### src/rtl/ccg_params.svh
// constants and timing counts for the cpu clock generator
// Summary of operation
// - the three clock mode strap levels are caught on the first pll clock edge after reset release and hold the clock mode until the next reset.
// - strap code 111 is x4, 110 x3, 101 x2, 100 x5, 011 direct, 010 x1.5, 001 divide by 2 and 000 x2.5.
// - code 001 divides the input by two, each cpu half period lasting one input period.
// - code 011 turns the pll path off and the cpu clock follows the input, duty cycle included.
// - in direct drive two consecutive cpu half periods always add up to one input period.
// - both cpu clock edges trigger internal work and the time between edges is the basic unit.
// - the oscillator supervisor only watches the input in direct and prescaled modes.
// - the supervisor is on after every reset and is switched off by bit 4 of the system config register.
// - while the supervisor is on, the pll free-runs and each pll cycle counts the supervisor counter up.
// - every transition on the crystal input clears the supervisor counter.
// - sixteen pll cycles with no input transition overflow the counter, which means the input clock failed.
// - on overflow the cpu clock moves to the free-running pll and the fail interrupt request is flagged.
// - once on the pll clock the block stays there until a hardware reset.
// - with the supervisor off in direct or divide by 2 mode and before any failover, the cpu clock comes from the input and the pll is powered down.
`ifndef CCG_PARAMS_SVH
`define CCG_PARAMS_SVH
`define CCG_STRAP_RESET 3'h7
`define CCG_CODE_X4 3'h7
`define CCG_CODE_X3 3'h6
`define CCG_CODE_X2 3'h5
`define CCG_CODE_X5 3'h4
`define CCG_CODE_DIRECT 3'h3
`define CCG_CODE_X1P5 3'h2
`define CCG_CODE_DIV2 3'h1
`define CCG_CODE_X2P5 3'h0
`define CCG_SYSCFG_SUPV_DIS_BIT 4
`define CCG_SUPV_LIMIT 16
`endif

### src/rtl/ccg_pkg.sv
// types for the cpu clock generator
package ccg_pkg;
  typedef enum logic [2:0] {
    CCG_MODE_X2P5, CCG_MODE_DIV2, CCG_MODE_X1P5, CCG_MODE_DIRECT,
    CCG_MODE_X5, CCG_MODE_X2, CCG_MODE_X3, CCG_MODE_X4
  } ccg_mode_e;
  typedef enum {CCG_SRC_INPUT, CCG_SRC_SWITCH, CCG_SRC_PLL} ccg_src_e;
endpackage

### src/rtl/ccg_supv_if.sv
// link between the clock selector and the oscillator supervisor
`timescale 1ns/10ps
interface ccg_supv_if;
  logic enable;
  logic input_edge;
  logic overflow;
  modport ctrl (output enable, output input_edge, input overflow);
  modport supv (input enable, input input_edge, output overflow);
endinterface

### src/rtl/ccg_supervisor.sv
// oscillator supervisor counter
`timescale 1ns/10ps
`include "ccg_params.svh"
module ccg_supervisor #(
  parameter int LIMIT = `CCG_SUPV_LIMIT
) (
  // clock and reset
  input wire logic ref_clk,
  input wire logic resetn,
  // link to selector
  ccg_supv_if.supv link
);
  localparam int CW = $clog2(LIMIT + 1);
  initial begin
    if (LIMIT < 2) $error("ccg_supervisor: LIMIT too small");
  end
  logic [CW-1:0] count_reg;
  logic [CW-1:0] count_next;
  logic ovf_reg;
  logic ovf_next;
  always_comb begin
    count_next = count_reg;
    ovf_next = ovf_reg;
    if (!link.enable) begin
      count_next = '0;
    end else if (link.input_edge) begin
      count_next = '0;
    end else if (count_reg == CW'(LIMIT - 1)) begin
      count_next = '0;
      ovf_next = 1'b1;
    end else begin
      count_next = count_reg + CW'(1);
    end
  end
  always_ff @(posedge ref_clk or negedge resetn) begin
    if (!resetn) begin
      count_reg <= '0;
      ovf_reg <= 1'b0;
    end else begin
      count_reg <= count_next;
      ovf_reg <= ovf_next;
    end
  end
  assign link.overflow = ovf_reg;
endmodule // ccg_supervisor

### src/rtl/ccg_clock_gen.sv
// cpu clock selection, prescaler and oscillator supervision
`timescale 1ns/10ps
`include "ccg_params.svh"
module ccg_clock_gen #(
  parameter int SUPV_LIMIT = `CCG_SUPV_LIMIT
) (
  // clock and reset; ref_clk models the free-running pll clock
  input wire logic ref_clk,
  input wire logic resetn,
  // external clock and straps
  input wire logic crystal_input_pin,
  input wire logic [2:0] clock_mode_strap_pins,
  // system configuration
  input wire logic [15:0] system_config_register,
  // outputs
  output logic cpu_clk,
  output logic cpu_edge,
  output logic [2:0] clock_mode,
  output logic pll_mult_mode,
  output logic pll_power,
  output logic on_pll_clock,
  output logic osc_fail_interrupt_request
);
  initial begin
    if (SUPV_LIMIT < 2) $error("ccg_clock_gen: SUPV_LIMIT too small");
  end

  // ----------------------------------------
  // strap capture
  // ----------------------------------------
  // straps are sampled on the first edge after reset release, frozen from then on
  logic armed_reg;
  logic armed_next;
  logic [2:0] mode_reg;
  logic [2:0] mode_next;
  always_comb begin
    armed_next = 1'b1;
    mode_next = armed_reg ? mode_reg : clock_mode_strap_pins;
  end
  always_ff @(posedge ref_clk or negedge resetn) begin
    if (!resetn) begin
      armed_reg <= 1'b0;
      mode_reg <= `CCG_STRAP_RESET;
    end else begin
      armed_reg <= armed_next;
      mode_reg <= mode_next;
    end
  end

  // ----------------------------------------
  // mode decode
  // ----------------------------------------
  logic is_direct;
  logic is_div2;
  logic supv_dis;
  always_comb begin
    is_direct = 1'b0;
    is_div2 = 1'b0;
    if (mode_reg == `CCG_CODE_DIRECT) begin
      is_direct = 1'b1;
    end else if (mode_reg == `CCG_CODE_DIV2) begin
      is_div2 = 1'b1;
    end
  end
  assign supv_dis = system_config_register[`CCG_SYSCFG_SUPV_DIS_BIT];
  // multiplying codes (x1.5..x5) are left to the analog pll, flagged here
  assign pll_mult_mode = armed_reg && !is_direct && !is_div2;

  // ----------------------------------------
  // input edge detect
  // ----------------------------------------
  logic xin_reg;
  logic xin_next;
  assign xin_next = crystal_input_pin;
  always_ff @(posedge ref_clk or negedge resetn) begin
    if (!resetn) begin
      xin_reg <= 1'b0;
    end else begin
      xin_reg <= xin_next;
    end
  end

  ccg_supv_if supv_link ();
  assign supv_link.enable = armed_reg && (is_direct || is_div2) && !supv_dis;
  assign supv_link.input_edge = xin_reg ^ crystal_input_pin;

  ccg_supervisor #(
    .LIMIT(SUPV_LIMIT)
  ) u_supervisor (
    .ref_clk(ref_clk),
    .resetn(resetn),
    .link(supv_link.supv)
  );

  // ----------------------------------------
  // source selection
  // ----------------------------------------
  ccg_pkg::ccg_src_e src_reg;
  ccg_pkg::ccg_src_e src_next;
  logic irq_reg;
  logic irq_next;
  logic div_reg;
  logic div_next;
  logic pll_ph_reg;
  logic pll_ph_next;
  logic clk_reg;
  logic clk_next;
  always_comb begin
    src_next = src_reg;
    irq_next = irq_reg;
    div_next = div_reg;
    pll_ph_next = ~pll_ph_reg;
    clk_next = clk_reg;
    if (supv_link.input_edge && crystal_input_pin) begin
      div_next = ~div_reg;
    end
    case (src_reg)
      ccg_pkg::CCG_SRC_INPUT: begin
        clk_next = is_div2 ? div_next : crystal_input_pin;
        if (supv_link.overflow) begin
          src_next = ccg_pkg::CCG_SRC_SWITCH;
          irq_next = 1'b1;
        end
      end
      ccg_pkg::CCG_SRC_SWITCH: begin
        // hold the current level until the pll phase matches, no runt pulse
        if (pll_ph_next == clk_reg) begin
          src_next = ccg_pkg::CCG_SRC_PLL;
        end
      end
      ccg_pkg::CCG_SRC_PLL: begin
        clk_next = pll_ph_next;
      end
      default: begin
        src_next = ccg_pkg::CCG_SRC_INPUT;
      end
    endcase
  end
  always_ff @(posedge ref_clk or negedge resetn) begin
    if (!resetn) begin
      src_reg <= ccg_pkg::CCG_SRC_INPUT;
      irq_reg <= 1'b0;
      div_reg <= 1'b0;
      pll_ph_reg <= 1'b0;
      clk_reg <= 1'b0;
    end else begin
      src_reg <= src_next;
      irq_reg <= irq_next;
      div_reg <= div_next;
      pll_ph_reg <= pll_ph_next;
      clk_reg <= clk_next;
    end
  end

  // ----------------------------------------
  // outputs
  // ----------------------------------------
  logic clk_q_reg;
  logic clk_q_next;
  assign clk_q_next = clk_reg;
  always_ff @(posedge ref_clk or negedge resetn) begin
    if (!resetn) begin
      clk_q_reg <= 1'b0;
    end else begin
      clk_q_reg <= clk_q_next;
    end
  end
  assign cpu_clk = clk_reg;
  assign cpu_edge = clk_reg ^ clk_q_reg;
  assign clock_mode = mode_reg;
  // pll runs when supervising, when multiplying, or once failed over
  assign pll_power = supv_link.enable || pll_mult_mode || (src_reg != ccg_pkg::CCG_SRC_INPUT);
  assign on_pll_clock = (src_reg == ccg_pkg::CCG_SRC_PLL);
  assign osc_fail_interrupt_request = irq_reg;
endmodule // ccg_clock_gen

### config.mk
export PLATFORM = sky130hd
export DESIGN_NAME = ccg_clock_gen
export DESIGN_NICKNAME = d
export VERILOG_FILES = /design/src/rtl/ccg_pkg.sv /design/src/rtl/ccg_supv_if.sv /design/src/rtl/ccg_supervisor.sv /design/src/rtl/ccg_clock_gen.sv
export VERILOG_INCLUDE_DIRS = /design/src /design/src/rtl
export SDC_FILE = /design/constraint.sdc
export NUM_CORES = 1
export LEC_CHECK = 0
export ABC_AREA = 1
export BUFFER_PORTS_ARGS = -buffer_cell sky130_fd_sc_hd__buf_2
export CORE_ASPECT_RATIO = 1.2
export CORE_MARGIN = 2
export CORE_UTILIZATION = 35
export DETAILED_ROUTE_END_ITERATION = 10
export PLACE_DENSITY_LB_ADDON = 0.08
export SLEW_MARGIN = 20
export SYNTH_ARGS = -nofsm -noshare
export SYNTH_HDL_FRONTEND = slang
export SYNTH_SLANG_ARGS = --single-unit
export TNS_END_PERCENT = 10
### constraint.sdc
create_clock -name ref_clk -period 1 [get_ports ref_clk]
set_clock_uncertainty 0.05 [all_clocks]
set_input_delay 0.1 -clock ref_clk [delete_from_list [all_inputs] [get_ports ref_clk]]
set_output_delay 0.1 -clock ref_clk [all_outputs]
set_load 0.02 [all_outputs]
======== Word level (Yosys, flattened, before mapping) ========
Cells that the tools add are included.
cells by class
  add/subtract/negate cells ............... 1
  multiply operators ...................... 0
  div/mod/pow operators ................... 0
  magnitude comparators ................... 0
  equality and inequality tests ........... 9
  shifts and indexed selects .............. 0
  mux-type cells .......................... 12
  bitwise operators ....................... 6
  reductions and logical operators ........ 17
operator list
  cell                 count
  $pmux 32 s3          1
  $mux 32              2
  $eq 32x1->1 const B  1
  $eq 32x2->1 const B  1
  $eq 32x3->1 const B  1
  $logic_not 32->1     1
  $reduce_bool 32->1   1
  $mux 5               3
  $reduce_and 3->1     2
  $add 5x1->5 const B  1
  $eq 5x4->1 const B   1
  $logic_and 1x1->1    5
  $mux 1               5
  $not 1->1            4
  $eq 3x1->1 const B   1
  $eq 3x2->1 const B   1
  $logic_not 1->1      3
  $logic_or 1x1->1     3
  $ne 2x1->1 const B   1
  $ne 2x2->1 const B   1
  $pmux 1 s2           1
  $reduce_and 2->1     1
  $reduce_bool 2->1    1
  $xor 1x1->1          2
  $eq 1x1->1           1
storage, ports and cells
  register bits after elaboration ......... 48
  bits in latches ......................... 0
  RAM bits ................................ 0
  bits in read-only memories .............. 0
  input bits .............................. 22
  memories kept ........................... 0

======== Logic depth before layout (Yosys ltp) ========
Gate-level depths: netlist of run 1.
  word-level depth ........................ 8
  gate-level depth with buffers ........... 8
  gate-level depth less buffers ........... 8

======== Cells and area by module ========
Synthesis of run 1 repeated with hierarchy kept, for this count alone.
unflattened totals
  cell total of the unflattened synthesis .. 94
  area, all modules ....................... 804.5 sq um
by module, submodules not included
  module          times used  cells each  area an instance (sq um)
  ccg_clock_gen   1           64          535.5
  ccg_supervisor  1           30          269.0

======== Worst setup path before layout of run 1 ========
No wires, ideal clock.
  path type ............................... register to output
  start ................................... register mode_reg[0] (netlist: clock_mode[0])
  end ..................................... output pll_power
  arrival ................................. 1.173 ns
  path slack .............................. -0.323 ns
  cell stages (with the launch flop) ...... 8
  path buffers ............................ 0
  path through ............................ dfstp_2 > inv_2 > nor2_4 > inv_2 > nand2_1 > inv_1 > nor2_1 > nand2_1
RTL lines
  what                                                         line                                      text
  start: declaration                                           ccg_clock_gen.sv:34                       logic [2:0] mode_reg;
  start signal: assignment                                     ccg_clock_gen.sv:43                       mode_reg <= `CCG_STRAP_RESET;
  start signal: assignment                                     ccg_clock_gen.sv:46                       mode_reg <= mode_next;
  $eq 3x1->1 (no line) / $eq 3x2->1 (equally long branches)    -
  $mux 1 (on tied branches)                                    ccg_clock_gen.sv:61, ccg_clock_gen.sv:59
  $mux 1 / $logic_not 1->1 (equally long branches)             ccg_clock_gen.sv:59, ccg_clock_gen.sv:67
  $logic_not 1->1 / $logic_and 1x1->1 (equally long branches)  ccg_clock_gen.sv:67                       assign pll_mult_mode = armed_reg && !is_direct && !is_div2;
  $logic_and 1x1->1 *                                          ccg_clock_gen.sv:67
  via pll_mult_mode                                            ccg_clock_gen.sv:19                       output logic pll_mult_mode,
  $logic_or 1x1->1 * (2 in a row)                              ccg_clock_gen.sv:172                      assign pll_power = supv_link.enable || pll_mult_mode || (src_reg != ccg_pkg::CCG_SRC_INPUT);
  end: declaration                                             ccg_clock_gen.sv:20                       output logic pll_power,
The timed path passes the listed nets; every way through them passes the cells marked *.

======== Worst setup path after layout of run 1 ========
  start ................................... register mode_reg[0] (netlist: clock_mode[0])
  end ..................................... output pll_power
on the way
  longest elaborated chain between the ends .. 8
RTL lines
  what                             line                  text
  $eq 3x1->1 (no line)             -
  $mux 1                           ccg_clock_gen.sv:61   end else if (mode_reg == `CCG_CODE_DIV2) begin
  $mux 1                           ccg_clock_gen.sv:59   if (mode_reg == `CCG_CODE_DIRECT) begin
  $logic_or 1x1->1                 ccg_clock_gen.sv:84   assign supv_link.enable = armed_reg && (is_direct || is_div2) && !supv_dis;
  $logic_and 1x1->1 (2 in a row)   ccg_clock_gen.sv:84
  $logic_or 1x1->1 * (2 in a row)  ccg_clock_gen.sv:172
Mark *: on every way between the ends. The rest lies on a longest branch, timed or not.

==> run_results.csv, run 1 <==
group,metric,value,unit
cts,cts_buffers,3,
yosys,ys_types,18,
placed_design,routabilityCongestion,0.675,
global_route,grt_pass1_vias,633,
sta,hold_viol_final,0,
yosys,synth.area.top_cells,"dfrtp_1 (47%), dfstp_2 (9.8%), nand2_1 (9.8%)",
critical_path,crit_chain,"inv_2 -> nor2_4 -> inv_2 -> nand2_2 -> inv_2 -> nor2_2 -> nand2_2 -> buf_6",
cts,h-tree-depth,1,
cts,clk_pin_slew,0.11,ns
hold_path,hold_class,"in2reg",
critical_path,crit_fanout,2,
routing,drt_iter0_markers,7,
sta,finalCritPeriodShare,152,%
routing,drc,0,
floorplan,fp-row-count,19,
floorplan,coreArea,2230,um2
run_status,violations,"setup timing",
floorplan,initial_core_util,36.0,%
pwr,peakVddDrop,1.02,mV
critical_path,r2r_setup_slack,-0.23,ns
cells_and_area,layout-drive-gt1-share,38.4,%
yosys,synth_area,805,um2
placed_design,numPortBuffers,15,
pwr,leakage,0.591,nW
cts,cts_root_buffer,"clkbuf_4",
sta,finalHoldWorstSlack,0.0713,ns
placed_design,dp_hpwl,1120,um
placed_design,place_inst,147,
global_route,grt_antenna_before_repair,0,
floorplan,io_pins,31,
critical_path,path_class,"reg2out",
yosys,syn_avg_cell_area,8.84,um2
routing,via_count,626,
cells_and_area,syn2layout_area_growth,43.4,%
placed_design,preCtsSetupSlack,-0.232,ns
yosys,ys_ff_latch,18,
run_status,status,"finished, violations left",
pwr,power,1.54,mW
routing,viasPerCell,4.01,
critical_path,critPathMaxStageDelay,0.55,ns
yosys,postSynthCellCount,91,
floorplan,die_w,47.8,um
cts,cts_tree,"built",
cells_and_area,antennaDiodeCount,0,
critical_path,cpMaxStageDelayCell,"dfstp_2",
yosys,ys_seq_area_share,56.5,%
critical_path,arrival,1.37,ns
yosys,ys_warn_count,0,
critical_path,cpMostUsedCell,"inv_2",
pwr,power-per-cell-area,1330,nW/um2
floorplan,die-area,2700,um2
critical_path,start_kind,"register",
cts,clk_latency,0.29,ns
global_route,grt-ovfl-total,0,
cells_and_area,fin_cells,156,
sta,setup_viol,15,
job,cap_violations,0,
floorplan,die_h,56.5,um
routing,routedWlPerCell,9.49,um
cells_and_area,finish.net_count,150,
routing,firstDrtPassIters,4,
cts,cts_sinks,18,
critical_path,worst-path-buf-inv,4,
critical_path,crit_path_end_kind,"output pin",
global_route,grt_pass1_wl,2560,um
sta,fin_ws,-0.515,ns
routing,ant_nets,0,
cells_and_area,largest_reg_flops,5,
global_route,track_usage,13.4,%
yosys,yosysTopAreaCell,"dfrtp_1",
global_route,grt_max_degree,19,
cts,clk_path_buf_depth,2,
yosys,yosys.area.top_type_share,46.7,%
critical_path,cpLargestDelayFamily,"flip-flops",
sta,slew_viol_final,0,
sta,setup_tns,-3.08,ns
sta,fmax,0.660,GHz
critical_path,required,0.85,ns
yosys,synth_nets,115,
sta,min_period,1.52,ns
routing,drt_wl_total,1480,um
sta,rsz0062_at_grt,"yes",
## where the power goes
part | switching (mW) | internal (mW) | total [mW]
logic | 0.150 | 0.139 | 0.288
registers | 0.0262 | 0.769 | 0.796
clock network | 0.230 | 0.222 | 0.452
total | 0.406 | 1.13 | 1.54
## Yosys cell counts
cell	n
nor2_2	1
inv_1	18
xnor2_1	1
o21ai_0	5
nor2_4	2
dfstp_2	3
conb_1	1
nand3_2	1
dfrtp_1	15
nor2_1	8
xor2_1	2
ha_1	2
nor3_1	2
inv_2	3
nand2_1	21
nand2_2	1
nand3_1	4
o21bai_1	1
## kinds of logic (layout without fill, tap and decap cells)
family	after synthesis	count (layout)	share of synthesized area [%]
AOI/OAI and AO/OA	6	6	4.04
xor gates and xnor gates	3	3	3.27
adders and majority gates	2	2	3.11
buffers and inverters	21	55	9.80
DFF	18	18	56.5
other	1	1	0.466
and+or+nand+nor	40	40	22.9
## cells in the final DEF, fill, tap and decap left out, drive strengths merged
cell type	count
buf	25
clkbuf	4
conb	1
dfrtp	15
dfstp	3
dlygate4sd3	5
ha	2
inv	21
nand2	22
nand3	5
nor2	11
nor3	2
o21ai	5
o21bai	1
xnor2	1
xor2	2
## per-layer routing
layer	vias up	share of wire, %	track usage (%)
li1	336	-	-
met1	272	47	16.5
met3	5	2.8	1.93
met4	0	2.6	6.95
met5	-	0	0
met2	13	48	21.5
## worst paths after layout
kind                                            from                   endpoint  cells past startpoint
min in group asynchronous                     resetn                 pll_ph_reg                      2
max                                    clock_mode[0]                  pll_power                      8
min reg2reg                               pll_ph_reg                 pll_ph_reg                      1
max in group asynchronous                     resetn              clock_mode[2]                      2
min                        system_config_register[4]  u_supervisor.count_reg[4]                      4
max reg2reg                            clock_mode[0]  u_supervisor.count_reg[0]                      7
## tightest hold or removal path: cells and delay by family
family                 cells  cell delay [ns]
AND/OR/NAND/NOR            3             0.17
buffers and inverters      1             0.10
## through the flow
step	cell area, um2	util (%)
after CTS	1130	50.6
after floorplan	810	-
after global placement	998	44.7
after global routing	1150	51.6
after detailed placement	998	44.7
final	1150	51.6
## timing repair
| action | 4_1_cts | 5_1_grt |
|---|---|---|
| gates resized for setup | 15 | 9 |
| hold buffers | 5 | 0 |
| pin swaps | 1 | 2 |
| endpoints found under the hold margin | 22 | 0 |
| buffers inserted | 0 | 0 |
| setup endpoints to repair | 16 | 17 |
## final cells by class
type	instances	area (um2)
Fill cell	223	1080
Sequential cell	18	455
Multi-Input combinational cell	52	294
Timing Repair Buffer	30	250
Inverter	21	78.8
Tap cell	31	38.8
Clock buffer	4	36.3
Power figures use the tool's default switching activity.
==> run 2: changes to the inputs <==
- clock period: 1 -> 1.7 ns (I/O delays scaled with it)
==> run 2 against run 1 <==
The run now ends clean; non-clock buffer count is 12 lower; sequential share of layout area rose by 6.6 points; register-to-register slack gained 0.81 ns; cell count down 7.7%; critical path depth did not move; utilization decreased by 7.6 points.
==> run_results.csv, run 2 (synthesized netlist as in run 1, its figures left out) <==
group,metric,value,unit
placed_design,dp_hpwl,982,um
floorplan,fp-row-count,19,
cells_and_area,final_cell_mix,"nand2_1 (21), inv_1 (18), dfrtp_1 (15), buf_2 (15), nor2_1 (7)",
critical_path,crit_path_end_kind,"output pin",
routing,firstDrtPassIters,4,
sta,finalHoldWorstSlack,0.0411,ns
cells_and_area,syn2layout_area_growth,22.4,%
global_route,grt_max_degree,19,
routing,viasPerCell,3.99,
critical_path,r2r_end,"u_supervisor.count_reg[3]",
sta,fmax,0.613,GHz
critical_path,critPathMaxStageDelay,0.55,ns
sta,finalCritPeriodShare,95.9,%
floorplan,io_pins,31,
pwr,leakage,0.522,nW
cells_and_area,largest_reg_flops,5,
critical_path,r2r_cells,6,
cells_and_area,layout-drive-gt1-share,28.3,%
critical_path,worst-path-buf-inv,4,
floorplan,die-area,2700,um2
sta,setup_viol,0,
hold_path,hold_class,"in2reg",
floorplan,initial_core_util,36.0,%
cts,cts_root_buffer,"clkbuf_4",
cells_and_area,antennaDiodeCount,0,
global_route,track_usage,11.9,%
global_route,grt-ovfl-total,0,
cts,clk_latency,0.29,ns
routing,drt_wl_total,1280,um
cts,cts_sinks,18,
pwr,power,0.845,mW
critical_path,timing.rr.start,"u_supervisor.count_reg[0]",
pwr,peakVddDrop,0.451,mV
run_status,status,"completed",
job,cap_violations,0,
cells_and_area,stdcell_area,985,um2
critical_path,required,1.48,ns
routing,ant_nets,0,
hold_path,hold_start,"clock_mode_strap_pins[2]",
placed_design,placed_area,918,um2
placed_design,routabilityCongestion,0.722,
routing,drc,0,
sta,rsz0062_at_grt,"yes",
critical_path,cpLargestDelayFamily,"flip-flops",
global_route,grt_antenna_before_repair,0,
sta,hold_viol_final,0,
cts,cts_tree,"built",
placed_design,numPortBuffers,15,
floorplan,coreArea,2230,um2
cells_and_area,final_common_cell,"nand2_1",
global_route,grt_pass1_wl,2260,um
global_route,grt_pass1_vias,557,
cells_and_area,fin_cells,144,
hold_path,min_to,"clock_mode[2]",
cells_and_area,fillers,252,
pwr,power-per-cell-area,858,nW/um2
hold_path,whs_path_depth,3,
critical_path,cpMaxStageDelayCell,"dfstp_2",
cts,h-tree-depth,1,
cells_and_area,finish.net_count,138,
cts,clk_pin_slew,0.10,ns
critical_path,arrival,1.41,ns
critical_path,path_class,"reg2out",
floorplan,die_h,56.5,um
cts,clk_path_buf_depth,2,
placed_design,place_inst,137,
routing,drt_iter0_markers,11,
critical_path,crit_fanout,2,
cts,cts_buffers,3,
critical_path,crit_chain,"inv_2 -> nor2_4 -> inv_2 -> nand2_1 -> inv_1 -> nor2_2 -> nand2_1 -> buf_2",
floorplan,die_w,47.8,um
routing,routedWlPerCell,8.88,um
critical_path,r2r_setup_slack,0.58,ns
sta,min_period,1.63,ns
critical_path,start_kind,"register",
sta,slew_viol_final,0,
routing,via_count,575,
-- run 2: cell types whose count changed in the layout (fill, tap and decap cells not counted), moves of 2 or more --
cell / before / now
buf_4: 10 / 1
buf_2: 7 / 15
buf_6: 8 / 0
dlygate4sd3_1: 5 / 2
inv_1: 15 / 18
inv_2: 6 / 3
nand2_1: 18 / 21
nand2_2: 3 / 1
-- run 2: worst max-delay path by stage --
stage	to	slack (ns)	start	cells past startpoint
floorplan	pll_power	0.31	clock_mode[0]	7
global placement	pll_power	0.33	clock_mode[0]	8
detailed placement	pll_power	0.33	clock_mode[0]	8
CTS	pll_power	0.02	clock_mode[0]	8
global route	pll_power	-0.07	clock_mode[0]	8
finish	pll_power	0.07	clock_mode[0]	8
-- run 2: final cells by class --
class / count / area [um2] / share of cell area, %
well taps: 31 / 38.8 / 3.94
repair buffers: 18 / 103 / 10.4
multi-input cells: 52 / 274 / 27.8
flip-flops and latches: 18 / 454 / 46.1
inverters: 21 / 78.8 / 8.01
clock buffers: 4 / 36.3 / 3.68
-- run 2: metrics by stage --
stage	utilization (%)	TNS, ns	worst slack (ns)
floorplan	-	0	0.307
global placement	41.1	0	0.334
detailed placement	41.1	0	0.331
CTS	44.0	0	0.0245
global route	44.1	-0.0717	-0.0717
finish	44.1	0	0.0689
-- run 2: tightest hold or removal path, stage by stage --
cell,delay (ns)
buf_2,0.07
nand2_1,0.04
o21ai_0,0.06
-- run 2: report_power, final --
| group | switching [mW] | internal (mW) |
|---|---|---|
| registers | 0.0144 | 0.452 |
| clock network | 0.126 | 0.130 |
| logic | 0.0767 | 0.0450 |
-- run 2: layer usage --
metal / global-route usage, % / part of all wire (%) / up-vias
met5: 0 / 0 / -
met1: 16.6 / 49 / 245
met4: 8.11 / 3.0 / 0
li1: - / - / 311
met2: 15.6 / 43 / 14
met3: 2.89 / 5.1 / 5
-- run 2: repair_timing --
item                                    in CTS  in global routing
buffers inserted                             1                  0
endpoints found under the hold margin       16                  0
hold buffers                                 2                  0
pin swaps                                    0                  0
cloned                                       0                  0
endpoints found under the setup margin       1                  1
gates resized for setup                      0                  1
==> run 3: changes to the inputs <==
- clock period: 1.7 -> 1.3 ns (I/O delays scaled with it)
==> run 3 against run 2 <==
The flow now finishes with violations (setup timing); largest power group unchanged; routed wire length grew 4.7%; utilization grew 3.6 points; cell count grew 2.8%; sequential share of layout area shrank 3.4 points; largest cell class unchanged.
==> run_results.csv, run 3 (synthesized netlist as in run 1, its figures left out) <==
group,metric,value,unit
floorplan,die_h,56.5,um
job,cap_violations,0,
cells_and_area,layout-drive-gt1-share,35.0,%
hold_path,hold_class,"in2reg",
cts,clk_path_buf_depth,2,
critical_path,cpMaxStageDelayCell,"dfstp_2",
cts,h-tree-depth,1,
critical_path,path_class,"reg2out",
cts,cts_root_buffer,"clkbuf_4",
floorplan,coreArea,2230,um2
routing,firstDrtPassIters,1,
cells_and_area,final_common_cell,"nand2_1",
global_route,grt_pass1_vias,584,
pwr,leakage,0.540,nW
sta,rsz0062_at_grt,"yes",
routing,drt_iter0_markers,0,
global_route,grt_max_degree,19,
placed_design,numPortBuffers,15,
pwr,peakVddDrop,0.607,mV
critical_path,crit_chain,"inv_2 -> nor2_4 -> inv_2 -> nand2_2 -> inv_2 -> nor2_2 -> nand2_2 -> buf_6",
sta,finalHoldWorstSlack,0.00845,ns
cts,cts_sinks,18,
cts,clk_latency,0.28,ns
pwr,intPower,0.841,mW
cts,clk_pin_slew,0.10,ns
critical_path,critPathMaxStageDelay,0.55,ns
floorplan,io_pins,31,
routing,via_count,596,
run_status,violations,"setup timing",
critical_path,start_kind,"register",
cells_and_area,antennaDiodeCount,0,
critical_path,required,1.12,ns
sta,fmax,0.645,GHz
global_route,grt-ovfl-total,0,
routing,drt_wl_total,1340,um
global_route,grt_pass1_wl,2460,um
routing,ant_nets,0,
cells_and_area,fillers,232,
placed_design,routabilityCongestion,0.700,
critical_path,arrival,1.37,ns
floorplan,die-area,2700,um2
cts,cts_tree,"built",
floorplan,die_w,47.8,um
sta,setup_viol,2,
cells_and_area,largest_reg_flops,5,
cells_and_area,stdcell_area,1070,um2
critical_path,cpLargestDelayFamily,"flip-flops",
global_route,grt_antenna_before_repair,0,
global_route,track_usage,12.7,%
routing,routedWlPerCell,9.04,um
critical_path,worst-path-buf-inv,4,
placed_design,placed_area,946,um2
pwr,pwr-share-comb,16.5,%
cells_and_area,finish.net_count,142,
cts,cts_buffers,3,
pwr,p_switching,0.293,mW
critical_path,crit_path_end_kind,"output pin",
cells_and_area,syn2layout_area_growth,32.5,%
sta,finalCritPeriodShare,119,%
sta,hold_viol_final,0,
critical_path,crit_fanout,2,
pwr,switching_share,25.8,%
routing,viasPerCell,4.03,
run_status,status,"finished, violations left",
sta,min_period,1.55,ns
floorplan,fp-row-count,19,
routing,drc,0,
floorplan,initial_core_util,36.0,%
cts,post_cts_buffers,0,
cells_and_area,final_cell_mix,"nand2_1 (19), inv_1 (17), dfrtp_1 (14)",
pwr,pwr-share-clk,29.6,%
sta,slew_viol_final,0,
sta,fin_ws,-0.251,ns
pwr,power.sequential.fraction,53.9,%
placed_design,dp_hpwl,1010,um
critical_path,cpMostUsedCell,"inv_2",
pwr,power-per-cell-area,1060,nW/um2
run 3: layout make-up:
type	count	area, um2	area share, %
multi-input combinational	52	304	28.5
sequential	18	455	42.7
tap	31	38.8	3.64
clock buffer	4	36.3	3.40
timing repair buffer	22	153	14.3
inverter	21	78.8	7.39
run 3: path summary, 6_finish.rpt:
path	end	slack (ns)	from	cells after the start
worst max-delay path	pll_power	-0.25	clock_mode[0]	8
worst min-delay path	clock_mode[1]	0.008	clock_mode_strap_pins[1]	3
worst max register to register	u_supervisor.count_reg[0]	0.08	clock_mode[0]	7
worst min register to register	clk_q_reg	0.41	cpu_clk	0
max in group asynchronous	clock_mode[2]	0.64	resetn	2
min in group asynchronous	src_reg[1]	0.24	resetn	2
run 3: through the flow:
step                TNS (ns)  cells  setup WS [ns]  utilization [%]  power [mW]
floorplan           -0.00303     91       -0.00303                -       0.719
CTS                   -0.404    148         -0.267             46.1        1.15
global route          -0.541    148         -0.345             47.7        1.21
detailed placement         0    140         0.0215             42.3       0.789
finish                -0.379    148         -0.251             47.7        1.13
global placement           0    140         0.0189             42.3       0.785
run 3: layer usage:
metal | up-vias | global-route usage, % | share of wire (%)
li1 | 317 | - | -
met5 | - | 0 | 0
met2 | 10 | 19.0 | 50
met1 | 267 | 17.4 | 45
met3 | 2 | 2.89 | 4.6
met4 | 0 | 4.63 | 0.60
run 3: worst min-delay path, delay by kind of cell:
family / cells / cell delay (ns)
buffers and inverters: 1 / 0.07
AND/OR/NAND/NOR: 1 / 0.04
AO/OA/AOI/OAI: 1 / 0.07
run 3: power by group through the flow:
stage	Combinational, mW	Sequential, mW	Clock (mW)
final	0.187	0.611	0.336
after CTS	0.182	0.611	0.358
after floorplan	0.0833	0.635	0
after global routing	0.211	0.617	0.385
after detailed placement	0.167	0.622	0
after global placement	0.166	0.620	0
run 3: repair_timing:
| action | in CTS | in global routing |
|---|---|---|
| gates resized for setup | 3 | 8 |
| setup endpoints to repair | 2 | 8 |
| pin swaps | 1 | 1 |
| endpoints found under the hold margin | 18 | 0 |
| hold buffers | 4 | 0 |
